==> src/core/ses_pkg.sv <==
// Package of constants and types for the screen edit sequencer
package ses_pkg;

  // ----------------------------------------------------------------
  // Geometry and codes
  // ----------------------------------------------------------------
  localparam logic [6:0] COL_LAST   = 7'h49;   // Column 73
  localparam logic [4:0] ROW_LAST   = 5'h1A;   // Row 26
  localparam logic [6:0] COL_HOME   = 7'h00;
  localparam logic [4:0] ROW_HOME   = 5'h00;
  localparam logic [7:0] BLANK_CODE = 8'h00;
  localparam logic [7:0] EOT_MASK   = 8'hC0;   // Bits 6 and 7
  localparam int         FG_BIT     = 5;       // Unprotected flag position in a character

  // ----------------------------------------------------------------
  // APB register map
  // ----------------------------------------------------------------
  localparam logic [11:0] CTRL_OFS   = 12'h000;
  localparam logic [11:0] CURSOR_OFS = 12'h004;
  localparam logic [11:0] STATUS_OFS = 12'h008;
  localparam logic [11:0] BREG_OFS   = 12'h00C;
  localparam logic [31:0] RESET_WORD = 32'h0000_0000;

  // ----------------------------------------------------------------
  // Types
  // ----------------------------------------------------------------
  typedef enum logic [1:0] {
    SES_R_NONE = 2'b00,
    SES_R_DEL  = 2'b01,
    SES_R_TRANSMIT_COMMAND = 2'b10,
    SES_R_TAB  = 2'b11
  } ses_routine_t;

  typedef enum logic [2:0] {
    SES_S_IDLE = 3'b000, SES_S_1 = 3'b001, SES_S_2 = 3'b010, SES_S_3 = 3'b011,
    SES_S_4    = 3'b100, SES_S_5 = 3'b101, SES_S_6 = 3'b110, SES_S_7 = 3'b111
  } ses_step_t;

  // Memory command to the character memory logic
  typedef struct packed {
    logic       rr;        // Read/restore
    logic       cw;        // Character write
    logic [7:0] wdata;
  } ses_mem_cmd_t;

  // Phased memory cycle timing
  typedef struct packed {
    logic t06;             // Same bit order as the phase pins
    logic t03;
    logic t01;
  } ses_phase_t;

endpackage

==> src/core/ses_seq.sv <==
// Screen edit sequencer: delete tail, transmit and tab routines with APB registers
// Summary of operation
// - Protected at cursor: restore cursor, stop.
// - Foreground at cursor: blank it, step four.
// - At 73/26 or with shift off restore and stop, else shift.
// - Step five: column up t0.3, read t0.6.
// - Step six: column down, copy A to B.
// - Step six writes A if foreground, else blank.
// - Step seven: back to three, advance, read.
// - Transmit step two writes bits 6,7 of B.
// - First step sets the skip-refresh flip-flop.
// - Transmit step three only passes.
// - Transmit step four: at home, request send.
// - Step five back and read; six tests marker.
// - Step seven: next row, column zero, send.
// - After send request the sequencer stops.
// - Tab stop is first foreground after background.
// - Tab loops read/advance over foreground chars.
// - Tab at 73/26 without entry ends there.
// - Tab step four reads, five only passes.
// - Tab six/seven continue background search.
`timescale 1ns/1ns
module ses_seq (
  input  wire logic                 pclk,
  input  wire logic                 presetn,
  input  wire logic [11:0]          paddr,
  input  wire logic                 psel,
  input  wire logic                 penable,
  input  wire logic                 pwrite,
  input  wire logic [31:0]          pwdata,
  output logic      [31:0]          prdata,
  output logic                      pready,
  output logic                      pslverr,
  input  wire logic [2:0]           phase_pins,
  input  wire logic [7:0]           mem_rdata,
  input  wire logic                 transmit_key,
  input  wire logic                 transmit_command,
  input  wire logic                 send_done,
  output ses_pkg::ses_mem_cmd_t     mem_cmd,
  output logic                      skip_refresh,
  output logic                      begin_send_request,
  output logic      [6:0]           cursor_column_counter,
  output logic      [4:0]           cursor_row_counter
);

  // ----------------------------------------------------------------
  // Pin synchronisers
  // ----------------------------------------------------------------
  logic [5:0] sync1_reg, sync2_reg;
  always_ff @(posedge pclk or negedge presetn) begin
    if (!presetn) begin
      sync1_reg <= 6'h00;
      sync2_reg <= 6'h00;
    end else begin
      sync1_reg <= {send_done, transmit_command, transmit_key, phase_pins};
      sync2_reg <= sync1_reg;
    end
  end
  // Timing phases are treated as one-cycle markers once synchronised
  logic [2:0] ph_last_reg;
  always_ff @(posedge pclk or negedge presetn) begin
    if (!presetn) ph_last_reg <= 3'h0;
    else ph_last_reg <= sync2_reg[2:0];
  end
  ses_pkg::ses_phase_t ph;
  assign ph = sync2_reg[2:0] & ~ph_last_reg;
  logic transmit_command_rise_reg, transmit_command_in;
  assign transmit_command_in = sync2_reg[3] | sync2_reg[4];
  always_ff @(posedge pclk or negedge presetn) begin
    if (!presetn) transmit_command_rise_reg <= 1'b0;
    else transmit_command_rise_reg <= transmit_command_in;
  end
  logic send_done_s;
  assign send_done_s = sync2_reg[5];
  // ----------------------------------------------------------------
  // State
  // ----------------------------------------------------------------
  ses_pkg::ses_step_t    sequencer_step;
  ses_pkg::ses_routine_t routine_reg;
  logic [6:0] saved_col_reg;             // saved_cursor_counter, column half
  logic [4:0] saved_row_reg;
  logic [7:0] a_reg;
  logic [7:0] b_reg;
  logic       unprotected_flag;          // Foreground bit of last read
  logic       eot_seen;
  logic       sending_reg;
  logic       shift_mode_reg;            // Shift-left condition from software
  logic       entry_pending_reg;         // Alphanumeric entry pending for tab
  logic       start_reg;
  ses_pkg::ses_routine_t start_kind_reg;
  logic at_end, at_home, cycle_end;
  assign at_end  = (cursor_column_counter == ses_pkg::COL_LAST) &&
                   (cursor_row_counter == ses_pkg::ROW_LAST);
  assign at_home = (cursor_column_counter == ses_pkg::COL_HOME) &&
                   (cursor_row_counter == ses_pkg::ROW_HOME);
  assign cycle_end = ph.t06;
  assign unprotected_flag = a_reg[ses_pkg::FG_BIT];
  assign eot_seen = ((a_reg & ses_pkg::EOT_MASK) == ses_pkg::EOT_MASK);
  // ----------------------------------------------------------------
  // APB slave
  // ----------------------------------------------------------------
  logic apb_wr;
  assign apb_wr = psel && penable && pwrite;
  assign pready = 1'b1;
  always_ff @(posedge pclk or negedge presetn) begin
    if (!presetn) begin
      shift_mode_reg    <= 1'b0;
      entry_pending_reg <= 1'b0;
      start_reg         <= 1'b0;
      start_kind_reg    <= ses_pkg::SES_R_NONE;
    end else begin
      start_reg <= 1'b0;
      if (apb_wr && paddr == ses_pkg::CTRL_OFS) begin
        shift_mode_reg    <= pwdata[4];
        entry_pending_reg <= pwdata[5];
        start_reg         <= pwdata[1:0] != 2'b00;
        start_kind_reg    <= ses_pkg::ses_routine_t'(pwdata[1:0]);
      end else if (transmit_command_in && !transmit_command_rise_reg) begin
        start_reg      <= 1'b1;
        start_kind_reg <= ses_pkg::SES_R_TRANSMIT_COMMAND;
      end
    end
  end
  // Read data is registered so it is stable in the access phase
  always_ff @(posedge pclk or negedge presetn) begin
    if (!presetn) begin
      prdata  <= ses_pkg::RESET_WORD;
      pslverr <= 1'b0;
    end else if (psel && !penable) begin
      pslverr <= 1'b0;
      if (paddr == ses_pkg::CTRL_OFS) begin
        prdata <= {26'h000_0000, entry_pending_reg, shift_mode_reg, 4'h0};
      end else if (paddr == ses_pkg::CURSOR_OFS) begin
        prdata <= {3'h0, saved_row_reg, 1'b0, saved_col_reg,
                   3'h0, cursor_row_counter, 1'b0, cursor_column_counter};
      end else if (paddr == ses_pkg::STATUS_OFS) begin
        prdata <= {24'h00_0000, sending_reg, skip_refresh, routine_reg,
                   1'b0, sequencer_step};
      end else if (paddr == ses_pkg::BREG_OFS) begin
        prdata <= {16'h0000, a_reg, b_reg};
      end else begin
        prdata  <= ses_pkg::RESET_WORD;
        pslverr <= 1'b1;                                   // Unmapped address
      end
    end
  end

  // ----------------------------------------------------------------
  // Step counter: after start moves at the end of a memory cycle, or on t0.1 at a protected delete stop
  // ----------------------------------------------------------------
  logic busy;
  assign busy = (sequencer_step != ses_pkg::SES_S_IDLE);
  always_ff @(posedge pclk or negedge presetn) begin
    if (!presetn) begin
      sequencer_step <= ses_pkg::SES_S_IDLE;
      routine_reg    <= ses_pkg::SES_R_NONE;
    end else if (!busy) begin
      if (start_reg && !sending_reg) begin
        sequencer_step <= ses_pkg::SES_S_1;
        routine_reg    <= start_kind_reg;
      end
    end else if (ph.t01 && routine_reg == ses_pkg::SES_R_DEL &&
                 sequencer_step == ses_pkg::SES_S_3 && !unprotected_flag) begin
      sequencer_step <= ses_pkg::SES_S_IDLE;
    end else if (cycle_end) begin
      case (routine_reg)
        ses_pkg::SES_R_DEL: begin
          case (sequencer_step)
            ses_pkg::SES_S_3: sequencer_step <= ses_pkg::SES_S_4;
            ses_pkg::SES_S_4: begin
              if (at_end || !shift_mode_reg) sequencer_step <= ses_pkg::SES_S_IDLE;
              else sequencer_step <= ses_pkg::SES_S_5;
            end
            ses_pkg::SES_S_7: sequencer_step <= ses_pkg::SES_S_3;
            default: sequencer_step <= ses_pkg::ses_step_t'(sequencer_step + 3'd1);
          endcase
        end
        ses_pkg::SES_R_TRANSMIT_COMMAND: begin
          case (sequencer_step)
            ses_pkg::SES_S_3: sequencer_step <= ses_pkg::SES_S_4;
            ses_pkg::SES_S_4: begin
              if (at_home) sequencer_step <= ses_pkg::SES_S_IDLE;
              else sequencer_step <= ses_pkg::SES_S_5;
            end
            ses_pkg::SES_S_6: begin
              if (eot_seen) sequencer_step <= ses_pkg::SES_S_7;
              else sequencer_step <= ses_pkg::SES_S_4;
            end
            ses_pkg::SES_S_7: sequencer_step <= ses_pkg::SES_S_IDLE;
            default: sequencer_step <= ses_pkg::ses_step_t'(sequencer_step + 3'd1);
          endcase
        end
        ses_pkg::SES_R_TAB: begin
          case (sequencer_step)
            ses_pkg::SES_S_3: begin
              if (at_end && !entry_pending_reg) sequencer_step <= ses_pkg::SES_S_IDLE;
              else if (unprotected_flag) sequencer_step <= ses_pkg::SES_S_2;
              else sequencer_step <= ses_pkg::SES_S_4;
            end
            ses_pkg::SES_S_6: begin
              if (!unprotected_flag && !at_end) sequencer_step <= ses_pkg::SES_S_7;
              else sequencer_step <= ses_pkg::SES_S_IDLE;
            end
            ses_pkg::SES_S_7: sequencer_step <= ses_pkg::SES_S_4;
            default: sequencer_step <= ses_pkg::ses_step_t'(sequencer_step + 3'd1);
          endcase
        end
        default: sequencer_step <= ses_pkg::SES_S_IDLE;
      endcase
    end
  end

  // ----------------------------------------------------------------
  // Skip-refresh flip-flop: held for the whole routine
  // ----------------------------------------------------------------
  always_ff @(posedge pclk or negedge presetn) begin
    if (!presetn) skip_refresh <= 1'b0;
    else if (sequencer_step == ses_pkg::SES_S_1) skip_refresh <= 1'b1;
    else if (!busy) skip_refresh <= 1'b0;
  end

  // ----------------------------------------------------------------
  // Cursor counters: step, carry into row, restore and column clear
  // ----------------------------------------------------------------
  logic cursor_count_pulse, count_up, count_down, restore, column_clear;
  always_comb begin
    count_up = 1'b0;
    count_down = 1'b0;
    restore = 1'b0;
    column_clear = 1'b0;
    case (routine_reg)
      ses_pkg::SES_R_DEL: begin
        count_up   = ph.t03 && (sequencer_step == ses_pkg::SES_S_5 ||
                                sequencer_step == ses_pkg::SES_S_7);
        count_down = ph.t03 && sequencer_step == ses_pkg::SES_S_6;
        // Restore waits for the last blank write so that it lands at the old cursor
        restore    = (ph.t01 && sequencer_step == ses_pkg::SES_S_3 && !unprotected_flag) ||
                     (mem_cmd.cw && !busy);
      end
      ses_pkg::SES_R_TRANSMIT_COMMAND: begin
        count_down   = ph.t03 && sequencer_step == ses_pkg::SES_S_5;
        column_clear = ph.t03 && sequencer_step == ses_pkg::SES_S_7;
      end
      ses_pkg::SES_R_TAB: begin
        count_up = ph.t03 && !at_end && ((sequencer_step == ses_pkg::SES_S_3 &&
                   unprotected_flag) || sequencer_step == ses_pkg::SES_S_7);
      end
      default: ;
    endcase
    cursor_count_pulse = count_up | count_down;
  end
  always_ff @(posedge pclk or negedge presetn) begin
    if (!presetn) begin
      cursor_column_counter <= ses_pkg::COL_HOME;
      cursor_row_counter    <= ses_pkg::ROW_HOME;
    end else if (restore) begin
      cursor_column_counter <= saved_col_reg;
      cursor_row_counter    <= saved_row_reg;
    end else if (apb_wr && paddr == ses_pkg::CURSOR_OFS && !busy) begin
      cursor_column_counter <= pwdata[6:0];                            // Placed only while idle
      cursor_row_counter    <= pwdata[12:8];
    end else if (column_clear) begin
      cursor_column_counter <= ses_pkg::COL_HOME;
      cursor_row_counter    <= cursor_row_counter + 5'd1;
    end else if (cursor_count_pulse && count_up) begin
      if (cursor_column_counter == ses_pkg::COL_LAST) begin
        cursor_column_counter <= ses_pkg::COL_HOME;
        cursor_row_counter    <= cursor_row_counter + 5'd1;
      end else begin
        cursor_column_counter <= cursor_column_counter + 7'd1;
      end
    end else if (cursor_count_pulse) begin
      if (cursor_column_counter == ses_pkg::COL_HOME) begin
        cursor_column_counter <= ses_pkg::COL_LAST;
        cursor_row_counter    <= cursor_row_counter - 5'd1;
      end else begin
        cursor_column_counter <= cursor_column_counter - 7'd1;
      end
    end
  end
  // Saved cursor is loaded when a routine starts
  always_ff @(posedge pclk or negedge presetn) begin
    if (!presetn) begin
      saved_col_reg <= ses_pkg::COL_HOME;
      saved_row_reg <= ses_pkg::ROW_HOME;
    end else if (sequencer_step == ses_pkg::SES_S_1) begin
      saved_col_reg <= cursor_column_counter;
      saved_row_reg <= cursor_row_counter;
    end
  end
  // ----------------------------------------------------------------
  // Memory commands, all issued on t0.6
  // ----------------------------------------------------------------
  always_ff @(posedge pclk or negedge presetn) begin
    if (!presetn) begin
      mem_cmd <= '0;
    end else begin
      mem_cmd <= '0;
      if (ph.t06) begin
        case (routine_reg)
          ses_pkg::SES_R_DEL: begin
            if (sequencer_step == ses_pkg::SES_S_2 || sequencer_step == ses_pkg::SES_S_5 ||
                sequencer_step == ses_pkg::SES_S_7)
              mem_cmd.rr <= 1'b1;
            if (sequencer_step == ses_pkg::SES_S_4) begin
              mem_cmd.cw    <= 1'b1;
              mem_cmd.wdata <= ses_pkg::BLANK_CODE;
            end
            if (sequencer_step == ses_pkg::SES_S_6) begin
              mem_cmd.cw    <= 1'b1;
              mem_cmd.wdata <= unprotected_flag ? a_reg : ses_pkg::BLANK_CODE;
            end
          end
          ses_pkg::SES_R_TRANSMIT_COMMAND: begin
            if (sequencer_step == ses_pkg::SES_S_2) begin
              mem_cmd.cw    <= 1'b1;
              mem_cmd.wdata <= b_reg & ses_pkg::EOT_MASK;
            end
            if (sequencer_step == ses_pkg::SES_S_5) mem_cmd.rr <= 1'b1;
          end
          ses_pkg::SES_R_TAB: begin
            if (sequencer_step == ses_pkg::SES_S_2 || sequencer_step == ses_pkg::SES_S_4)
              mem_cmd.rr <= 1'b1;
          end
          default: ;
        endcase
      end
    end
  end
  // Data registers: A captures reads, B takes A in delete step six
  always_ff @(posedge pclk or negedge presetn) begin
    if (!presetn) begin
      a_reg <= ses_pkg::BLANK_CODE;
      b_reg <= ses_pkg::EOT_MASK;
    end else begin
      if (mem_cmd.rr) a_reg <= mem_rdata;
      if (ph.t06 && routine_reg == ses_pkg::SES_R_DEL &&
          sequencer_step == ses_pkg::SES_S_6)
        b_reg <= a_reg;
    end
  end
  // ----------------------------------------------------------------
  // Send request: one pulse, then sending_reg holds off starts until the I/O logic is done
  // ----------------------------------------------------------------
  logic send_fire;
  assign send_fire = cycle_end && routine_reg == ses_pkg::SES_R_TRANSMIT_COMMAND &&
                     ((sequencer_step == ses_pkg::SES_S_4 && at_home) ||
                      sequencer_step == ses_pkg::SES_S_7);
  always_ff @(posedge pclk or negedge presetn) begin
    if (!presetn) begin
      begin_send_request <= 1'b0;
      sending_reg        <= 1'b0;
    end else begin
      begin_send_request <= send_fire;
      if (send_fire) sending_reg <= 1'b1;
      else if (send_done_s) sending_reg <= 1'b0;
    end
  end

  // ----------------------------------------------------------------
  // Checks
  // ----------------------------------------------------------------
  step_on_phase_a: assert property (@(posedge pclk) disable iff (!presetn)
    (busy && $changed(sequencer_step) && $past(sequencer_step) != ses_pkg::SES_S_IDLE)
    |-> ($past(ph.t06) || $past(ph.t01))) else $error("step moved off phase");
  prot_restore_a: assert property (@(posedge pclk) disable iff (!presetn)
    (ph.t01 && routine_reg == ses_pkg::SES_R_DEL && sequencer_step == ses_pkg::SES_S_3
     && !unprotected_flag) |=> (sequencer_step == ses_pkg::SES_S_IDLE &&
     cursor_column_counter == $past(saved_col_reg))) else $error("no restore");
  blank_write_a: assert property (@(posedge pclk) disable iff (!presetn)
    (ph.t06 && routine_reg == ses_pkg::SES_R_DEL && sequencer_step == ses_pkg::SES_S_4)
    |=> (mem_cmd.cw && mem_cmd.wdata == ses_pkg::BLANK_CODE)) else $error("no blank");
  b_copy_a: assert property (@(posedge pclk) disable iff (!presetn)
    (ph.t06 && routine_reg == ses_pkg::SES_R_DEL && sequencer_step == ses_pkg::SES_S_6)
    |=> b_reg == $past(a_reg)) else $error("B not loaded");
  eot_write_a: assert property (@(posedge pclk) disable iff (!presetn)
    (ph.t06 && routine_reg == ses_pkg::SES_R_TRANSMIT_COMMAND && sequencer_step == ses_pkg::SES_S_2)
    |=> (mem_cmd.cw && mem_cmd.wdata == ($past(b_reg) & ses_pkg::EOT_MASK)))
    else $error("marker not written");
  skip_ref_a: assert property (@(posedge pclk) disable iff (!presetn)
    (sequencer_step == ses_pkg::SES_S_1) |=> skip_refresh) else $error("skip refresh");
  home_send_a: assert property (@(posedge pclk) disable iff (!presetn)
    (cycle_end && routine_reg == ses_pkg::SES_R_TRANSMIT_COMMAND && sequencer_step == ses_pkg::SES_S_4
     && at_home) |=> (begin_send_request && !busy)) else $error("home send");
  row_next_a: assert property (@(posedge pclk) disable iff (!presetn)
    column_clear |=> (cursor_column_counter == ses_pkg::COL_HOME &&
    cursor_row_counter == $past(cursor_row_counter) + 5'd1)) else $error("next row");
  tab_end_a: assert property (@(posedge pclk) disable iff (!presetn)
    (cycle_end && routine_reg == ses_pkg::SES_R_TAB && sequencer_step == ses_pkg::SES_S_3
     && at_end && !entry_pending_reg) |=> !busy) else $error("tab end");
  del_loop_c: cover property (@(posedge pclk) disable iff (!presetn)
    routine_reg == ses_pkg::SES_R_DEL && sequencer_step == ses_pkg::SES_S_7);
  transmit_command_eot_c: cover property (@(posedge pclk) disable iff (!presetn)
    routine_reg == ses_pkg::SES_R_TRANSMIT_COMMAND && sequencer_step == ses_pkg::SES_S_7);
  tab_bg_c: cover property (@(posedge pclk) disable iff (!presetn)
    routine_reg == ses_pkg::SES_R_TAB && sequencer_step == ses_pkg::SES_S_7);

endmodule

==> config.mk <==
export PLATFORM = sky130hd
export DESIGN_NAME = ses_seq
export DESIGN_NICKNAME = d
export VERILOG_FILES = /design/src/core/ses_pkg.sv /design/src/core/ses_seq.sv
export SDC_FILE = /design/constraint.sdc
export NUM_CORES = 1
export LEC_CHECK = 0
export BUFFER_PORTS_ARGS = -buffer_cell sky130_fd_sc_hd__buf_2
export CAP_MARGIN = 15
export CELL_PAD_IN_SITES_DETAIL_PLACEMENT = 1
export CELL_PAD_IN_SITES_GLOBAL_PLACEMENT = 1
export CORE_MARGIN = 2
export CORE_UTILIZATION = 45
export DETAILED_ROUTE_END_ITERATION = 12
export MAX_ROUTING_LAYER = met4
export PLACE_DENSITY = 0.93
export SLEW_MARGIN = 20
export SYNTH_ARGS = -nofsm -noshare
export SYNTH_HDL_FRONTEND = slang
export SYNTH_SLANG_ARGS = --single-unit
export TNS_END_PERCENT = 20
==> constraint.sdc <==
create_clock -name pclk -period 4 [get_ports pclk]
set_input_delay 0.2 -clock pclk [delete_from_list [all_inputs] [get_ports pclk]]
set_output_delay 0.2 -clock pclk [all_outputs]
set_load 0.02 [all_outputs]
==> impl_metrics.tcl, run 1 <==
set metrics [dict create \
    die_w_um 115 \
    cts_tree "yes" \
    critPathCaptureType "flop" \
    grt_pass1_vias 5075 \
    layout_min_cycle_time_ns 3.41 \
    track_usage 0.284 \
    dr.pass1.iters 5 \
    cts_made_buffers 9 \
    routed_wl_um 17400 \
    first_iter_violations 415 \
    rows 40 \
    top_register "prdata" \
    drtAntennaViolNets 0 \
    synth_area_um2 5590 \
    cap_violations 0 \
    synth_flop_cell "dfrtp_1" \
    drive_gt1_frac 0.255 \
    seq_area_um2 2710 \
    post_cts_buffers 0 \
    p_leak_nw 3.18 \
    synth_enable_flop_cells 0 \
    dp_hpwl_um 12600 \
    drcViolationCount 0 \
    yosysSeqAreaShare 0.484 \
    final_core_util 0.544 \
    fin_crit_sh 0.852 \
    start_util 0.464 \
    ys_types 76 \
    ctsHoldBuffers 6 \
    skew_ns 0.0103 \
    multi_input_area_um2 2690 \
    ys_ff_latch 108 \
    place_congestion 0.941 \
    clock_sink_count 108 \
    critPathLaunchType "flop" \
    setup-violations-final 0 \
    n_antenna_cell 0 \
    clockBufferDepth 2 \
    nFillCells 1360 \
    rsz0062_at_grt "no" \
    insertion_delay_ns 0.37 \
    overflow 0 \
    p_per_area_nw_per_um2 529 \
    crit_type "flop to flop" \
    fp.coreArea_um2 12100 \
    dieArea_um2 13300 \
    avgSynthCellArea_um2 10.5 \
    largest_reg_flops 28 \
    routedWlPerCell_um 21.9 \
    slew_viol_final 0 \
    vdd_drop_max_v 0.000219 \
    relSlewSlack 0.334 \
    io_pins 121 \
    min_path_type "input pin to flop" \
    vias_per_cell 6.05 \
    area_growth_pct 17.2 \
    grt_max_degree 79 \
    largest_registers "prdata (28), mem_cmd (10)" \
    root_buffer "clkbuf_16" \
    status "completed" \
    fmax_mhz 293 \
    timing.final.hold_violations 0 \
    numPortBuffers 95 \
    arrival_ns 3.64 \
    post_cts_resized 0 \
    path_max_fanout 19 \
    tightest_slew_ns 0.995 \
    routed-via-count 4815 \
    cts.clk_slew.worst_paths_ns 0.08 \
    setup_tns_ns 0 \
    synthArstFlopShare 1.00 \
    grt_pass1_wl_um 27800 \
    h-tree-depth 3 \
    nets 703 \
    synthCells 533 \
    die_h_um 115 \
    worstPathRequired_ns 4.23 \
    yosysWarnings 0 \
    antenna_found_initial 0 \
]
==> per-layer routing <==
layer / share of wire / track usage / vias up
met3: 0.045 / 0.0565 / 39
met1: 0.43 / 0.357 / 2480
met5: 0 / - / -
met4: 0.027 / 0.114 / 0
met2: 0.49 / 0.451 / 153
li1: - / - / 2143
==> cells in the final DEF (no fill, tap or decap), drive strengths merged, types with 6 or more instances in the layout <==
master / count
a2111oi: 6
a21o: 7
a21oi: 16
a22o: 17
a31oi: 7
and2: 10
and3: 10
buf: 101
clkbuf: 9
dfrtp: 106
dlygate4sd3: 7
ha: 17
inv: 22
mux2: 25
mux2i: 13
nand2: 47
nand3: 13
nor2: 34
nor4: 7
o21ai: 39
o31ai: 9
or3: 6
==> worst max-delay path, stage by stage, from the launching register on <==
cell,delay [ns]
dfrtp_1,0.49
inv_1,0.19
ha_1,0.23
nor2b_1,0.42
nand3_1,0.36
nor2_2,0.75
nor4_1,0.13
a2111oi_0,0.55
o32ai_1,0.14
==> cell type report <==
class,count,share of cell area
Timing Repair Buffer,108,0.0910
Clock buffer,9,0.0343
Clock inverter,7,0.0103
Tap cell,168,0.0320
Multi-Input combinational cell,378,0.410
Sequential cell,108,0.412
Inverter,18,0.0103
==> cell usage after synthesis (all sizes together), types with 6 or more instances <==
| library cell | count | area share |
|---|---|---|
| nand3 | 13 | 0.012 |
| o31ai | 9 | 0.012 |
| or3 | 6 | 0.0067 |
| o21ai | 39 | 0.036 |
| nor4 | 7 | 0.0078 |
| a2111oi | 6 | 0.0094 |
| ha | 17 | 0.038 |
| dfrtp | 106 | 0.47 |
| a21o | 7 | 0.0094 |
| and3 | 10 | 0.011 |
| clkbuf | 20 | 0.013 |
| mux2 | 25 | 0.050 |
| nor2 | 34 | 0.023 |
| nand2 | 47 | 0.032 |
| inv | 18 | 0.012 |
| mux2i | 13 | 0.023 |
| a21oi | 16 | 0.015 |
| a22o | 17 | 0.027 |
| a31oi | 7 | 0.0078 |
| buf | 12 | 0.013 |
| and2 | 10 | 0.011 |
==> power breakdown <==
part           total (mW)  internal, mW  switching [mW]
clock network       0.892         0.441           0.451
logic                1.05         0.441           0.613
registers            1.52          1.24           0.283
total                3.47          2.12            1.35
==> cell families after synthesis <==
family / share of synthesized area
DFF: 0.484
adders and majority gates: 0.0380
buffers and inverters: 0.0382
AOI/OAI and AO/OA: 0.191
and+or+nand+nor: 0.157
other: 0.00134
xor gates and xnor gates: 0.00939
muxes: 0.0816
==> path summary, 6_finish.rpt <==
kind	from	endpoint	slack (ns)	cells after the start
max	sequencer_step[0]$_DFFE_PN0P_	cursor_column_counter[2]$_DFFE_PN0P_	0.59	8
min	mem_rdata[5]	a_reg[5]$_DFFE_PN0P_	0.05	3
min reg2reg	sync1_reg[0]$_DFF_PN0_	sync2_reg[0]$_DFF_PN0_	0.35	0
max in group asynchronous	presetn	b_reg[6]$_DFFE_PN1P_	2.63	3
max reg2reg	sequencer_step[0]$_DFFE_PN0P_	cursor_column_counter[2]$_DFFE_PN0P_	0.59	8
min in group asynchronous	presetn	saved_col_reg[2]$_DFFE_PN0P_	0.44	2
==> through the flow <==
stage               cells  area (um^2)  setup WS, ns  hold WS [ns]  total power [mW]
floorplan             536         5610          1.36       -0.0956              2.17
global placement      773         6190         0.946         0.308              2.52
detailed placement    773         6190         0.752         0.310              2.57
CTS                   795         6550         0.728        0.0464              3.47
global route          796         6560         0.340        0.0633              3.67
finish                796         6560         0.593        0.0543              3.47
Note: power is estimated with default switching activity, not from simulation.
==> inputs of run 2 (changes only) <==
- PLACE_DENSITY: 0.93 -> default
- PLACE_DENSITY_LB_ADDON: default -> 0.1
==> impl_metrics.tcl, run 2 (synthesis gave the netlist of run 1 again) <==
set metrics [dict create \
    status "completed" \
    io_pins 121 \
    crit_type "flop to flop" \
    skew_ns 0.00903 \
    overflow 0 \
    vias_per_cell 5.85 \
    tightest_slew_ns 1.04 \
    start_util 0.464 \
    routed-via-count 4663 \
    top_register "prdata" \
    rsz0062_at_grt "no" \
    mostFrequentLayoutCells "dfrtp_1, buf_2, nand2_1" \
    insertion_delay_ns 0.36 \
    cp-endpoint "cursor_column_counter[4]$_DFFE_PN0P_" \
    startpoint "sequencer_step[1]$_DFFE_PN0P_" \
    fp.coreArea_um2 12100 \
    critPathCaptureType "flop" \
    grt_pass1_vias 4813 \
    root_buffer "clkbuf_16" \
    cts_tree "yes" \
    critPathLaunchType "flop" \
    dieArea_um2 13300 \
    fmax_mhz 313 \
    arrival_ns 3.46 \
    dr.pass1.iters 4 \
    relSlewSlack 0.307 \
    drive_gt1_frac 0.254 \
    die_w_um 115 \
    grt_pass1_wl_um 26100 \
    min_path_type "input pin to flop" \
    instances_no_fill 797 \
    clock_sink_count 108 \
    final_common_cell "dfrtp_1" \
    timing.final.hold_violations 0 \
    fin_area_um2 6560 \
    worstPathRequired_ns 4.27 \
    p_per_area_nw_per_um2 523 \
    area_growth_pct 17.2 \
    setup-violations-final 0 \
    r2r_end "cursor_column_counter[4]$_DFFE_PN0P_" \
    drcViolationCount 0 \
    place_inst 774 \
    drtAntennaViolNets 0 \
    setup_tns_ns 0 \
    fin_crit_sh 0.798 \
    layout_min_cycle_time_ns 3.19 \
    reg2reg_slack_ns 0.81 \
    cap_violations 0 \
    numPortBuffers 95 \
    h-tree-depth 3 \
    cts_made_buffers 9 \
    vdd_drop_max_v 0.000338 \
    clockBufferDepth 2 \
    post_cts_resized 0 \
    largest_registers "prdata (28), mem_cmd (10)" \
    path_max_fanout 16 \
    reg2reg_depth 7 \
    grt_max_degree 86 \
    largest_reg_flops 28 \
    routedWlPerCell_um 20.6 \
    rows 40 \
    routed_wl_um 16400 \
    nFillCells 1348 \
    p_leak_nw 3.18 \
    antenna_found_initial 0 \
    n_antenna_cell 0 \
    first_iter_violations 221 \
    die_h_um 115 \
    dp_hpwl_um 11900 \
    track_usage 0.266 \
    nets 704 \
    place_congestion 0.868 \
    cts.clk_slew.worst_paths_ns 0.08 \
    rr_startpoint "sequencer_step[1]$_DFFE_PN0P_" \
    place_area_um2 6200 \
    slew_viol_final 0 \
]
==> run 2: cell count changes in the layout (fill, tap and decap cells not counted) <==
cell | previous run | this run
buf_4 | 6 | 7
inv_6 | 1 | 3
clkinv_4 | 2 | 1
clkbuf_1 | 0 | 1
inv_8 | 3 | 1
==> run 2: timing repair <==
item	4_1_cts	5_1_grt
setup buffers	0	0
hold buffers	6	1
endpoints found under the hold margin	6	82
==> run 2: cell type report <==
cell class	count	area, um^2	share of cell area
Sequential cell	108	2710	0.413
Multi-Input combinational cell	378	2690	0.410
Timing Repair Buffer	109	604	0.0922
Clock buffer	10	229	0.0349
Tap cell	168	210	0.0321
Inverter	18	67.6	0.0103
Clock inverter	6	53.8	0.00821
==> run 2: power by group <==
part	switching [mW]	total (mW)	internal [mW]
clock	0.434	0.870	0.435
combinational	0.616	1.06	0.445
sequential	0.255	1.50	1.24
total	1.31	3.43	2.12
==> run 2: routing by layer <==
metal / vias up / wire (um) / track usage
met5: - / 0 / -
met4: 0 / 198 / 0.0610
met3: 17 / 845 / 0.0560
met2: 142 / 8160 / 0.434
met1: 2363 / 7230 / 0.343
li1: 2141 / - / -
==> run 2: worst max-delay path: stages (launching register included) <==
cell and delay [ns]:
dfrtp_1 0.61, ha_1 0.27, ha_1 0.37, nor4bb_1 0.42, a32o_1 0.72, a211o_1 0.29
nor2_1 0.11, o32ai_1 0.31
==> run 2: through the flow <==
stage,util,power [mW],setup WS [ns],hold slack (ns)
5_1_grt,0.544,3.63,0.531,0.0609
3_3_place_gp,0.514,2.53,0.997,0.308
4_1_cts,0.542,3.45,0.908,0.0355
2_1_floorplan,-,2.17,1.36,-0.0956
3_5_place_dp,0.514,2.56,0.885,0.310
6_report,0.544,3.43,0.809,0.0430
==> run 2: how the worst min path moves through the flow <==
stage               slack [ns]                      to     startpoint  cells past startpoint
finish                    0.04    a_reg[5]$_DFFE_PN0P_   mem_rdata[5]                      3
global route              0.06    a_reg[3]$_DFFE_PN0P_   mem_rdata[3]                      2
CTS                       0.04    a_reg[5]$_DFFE_PN0P_   mem_rdata[5]                      3
detailed placement        0.31  sync1_reg[2]$_DFF_PN0_  phase_pins[2]                      1
global placement          0.31  sync1_reg[1]$_DFF_PN0_  phase_pins[1]                      1
floorplan                 -0.1    a_reg[0]$_DFFE_PN0P_        presetn                      0
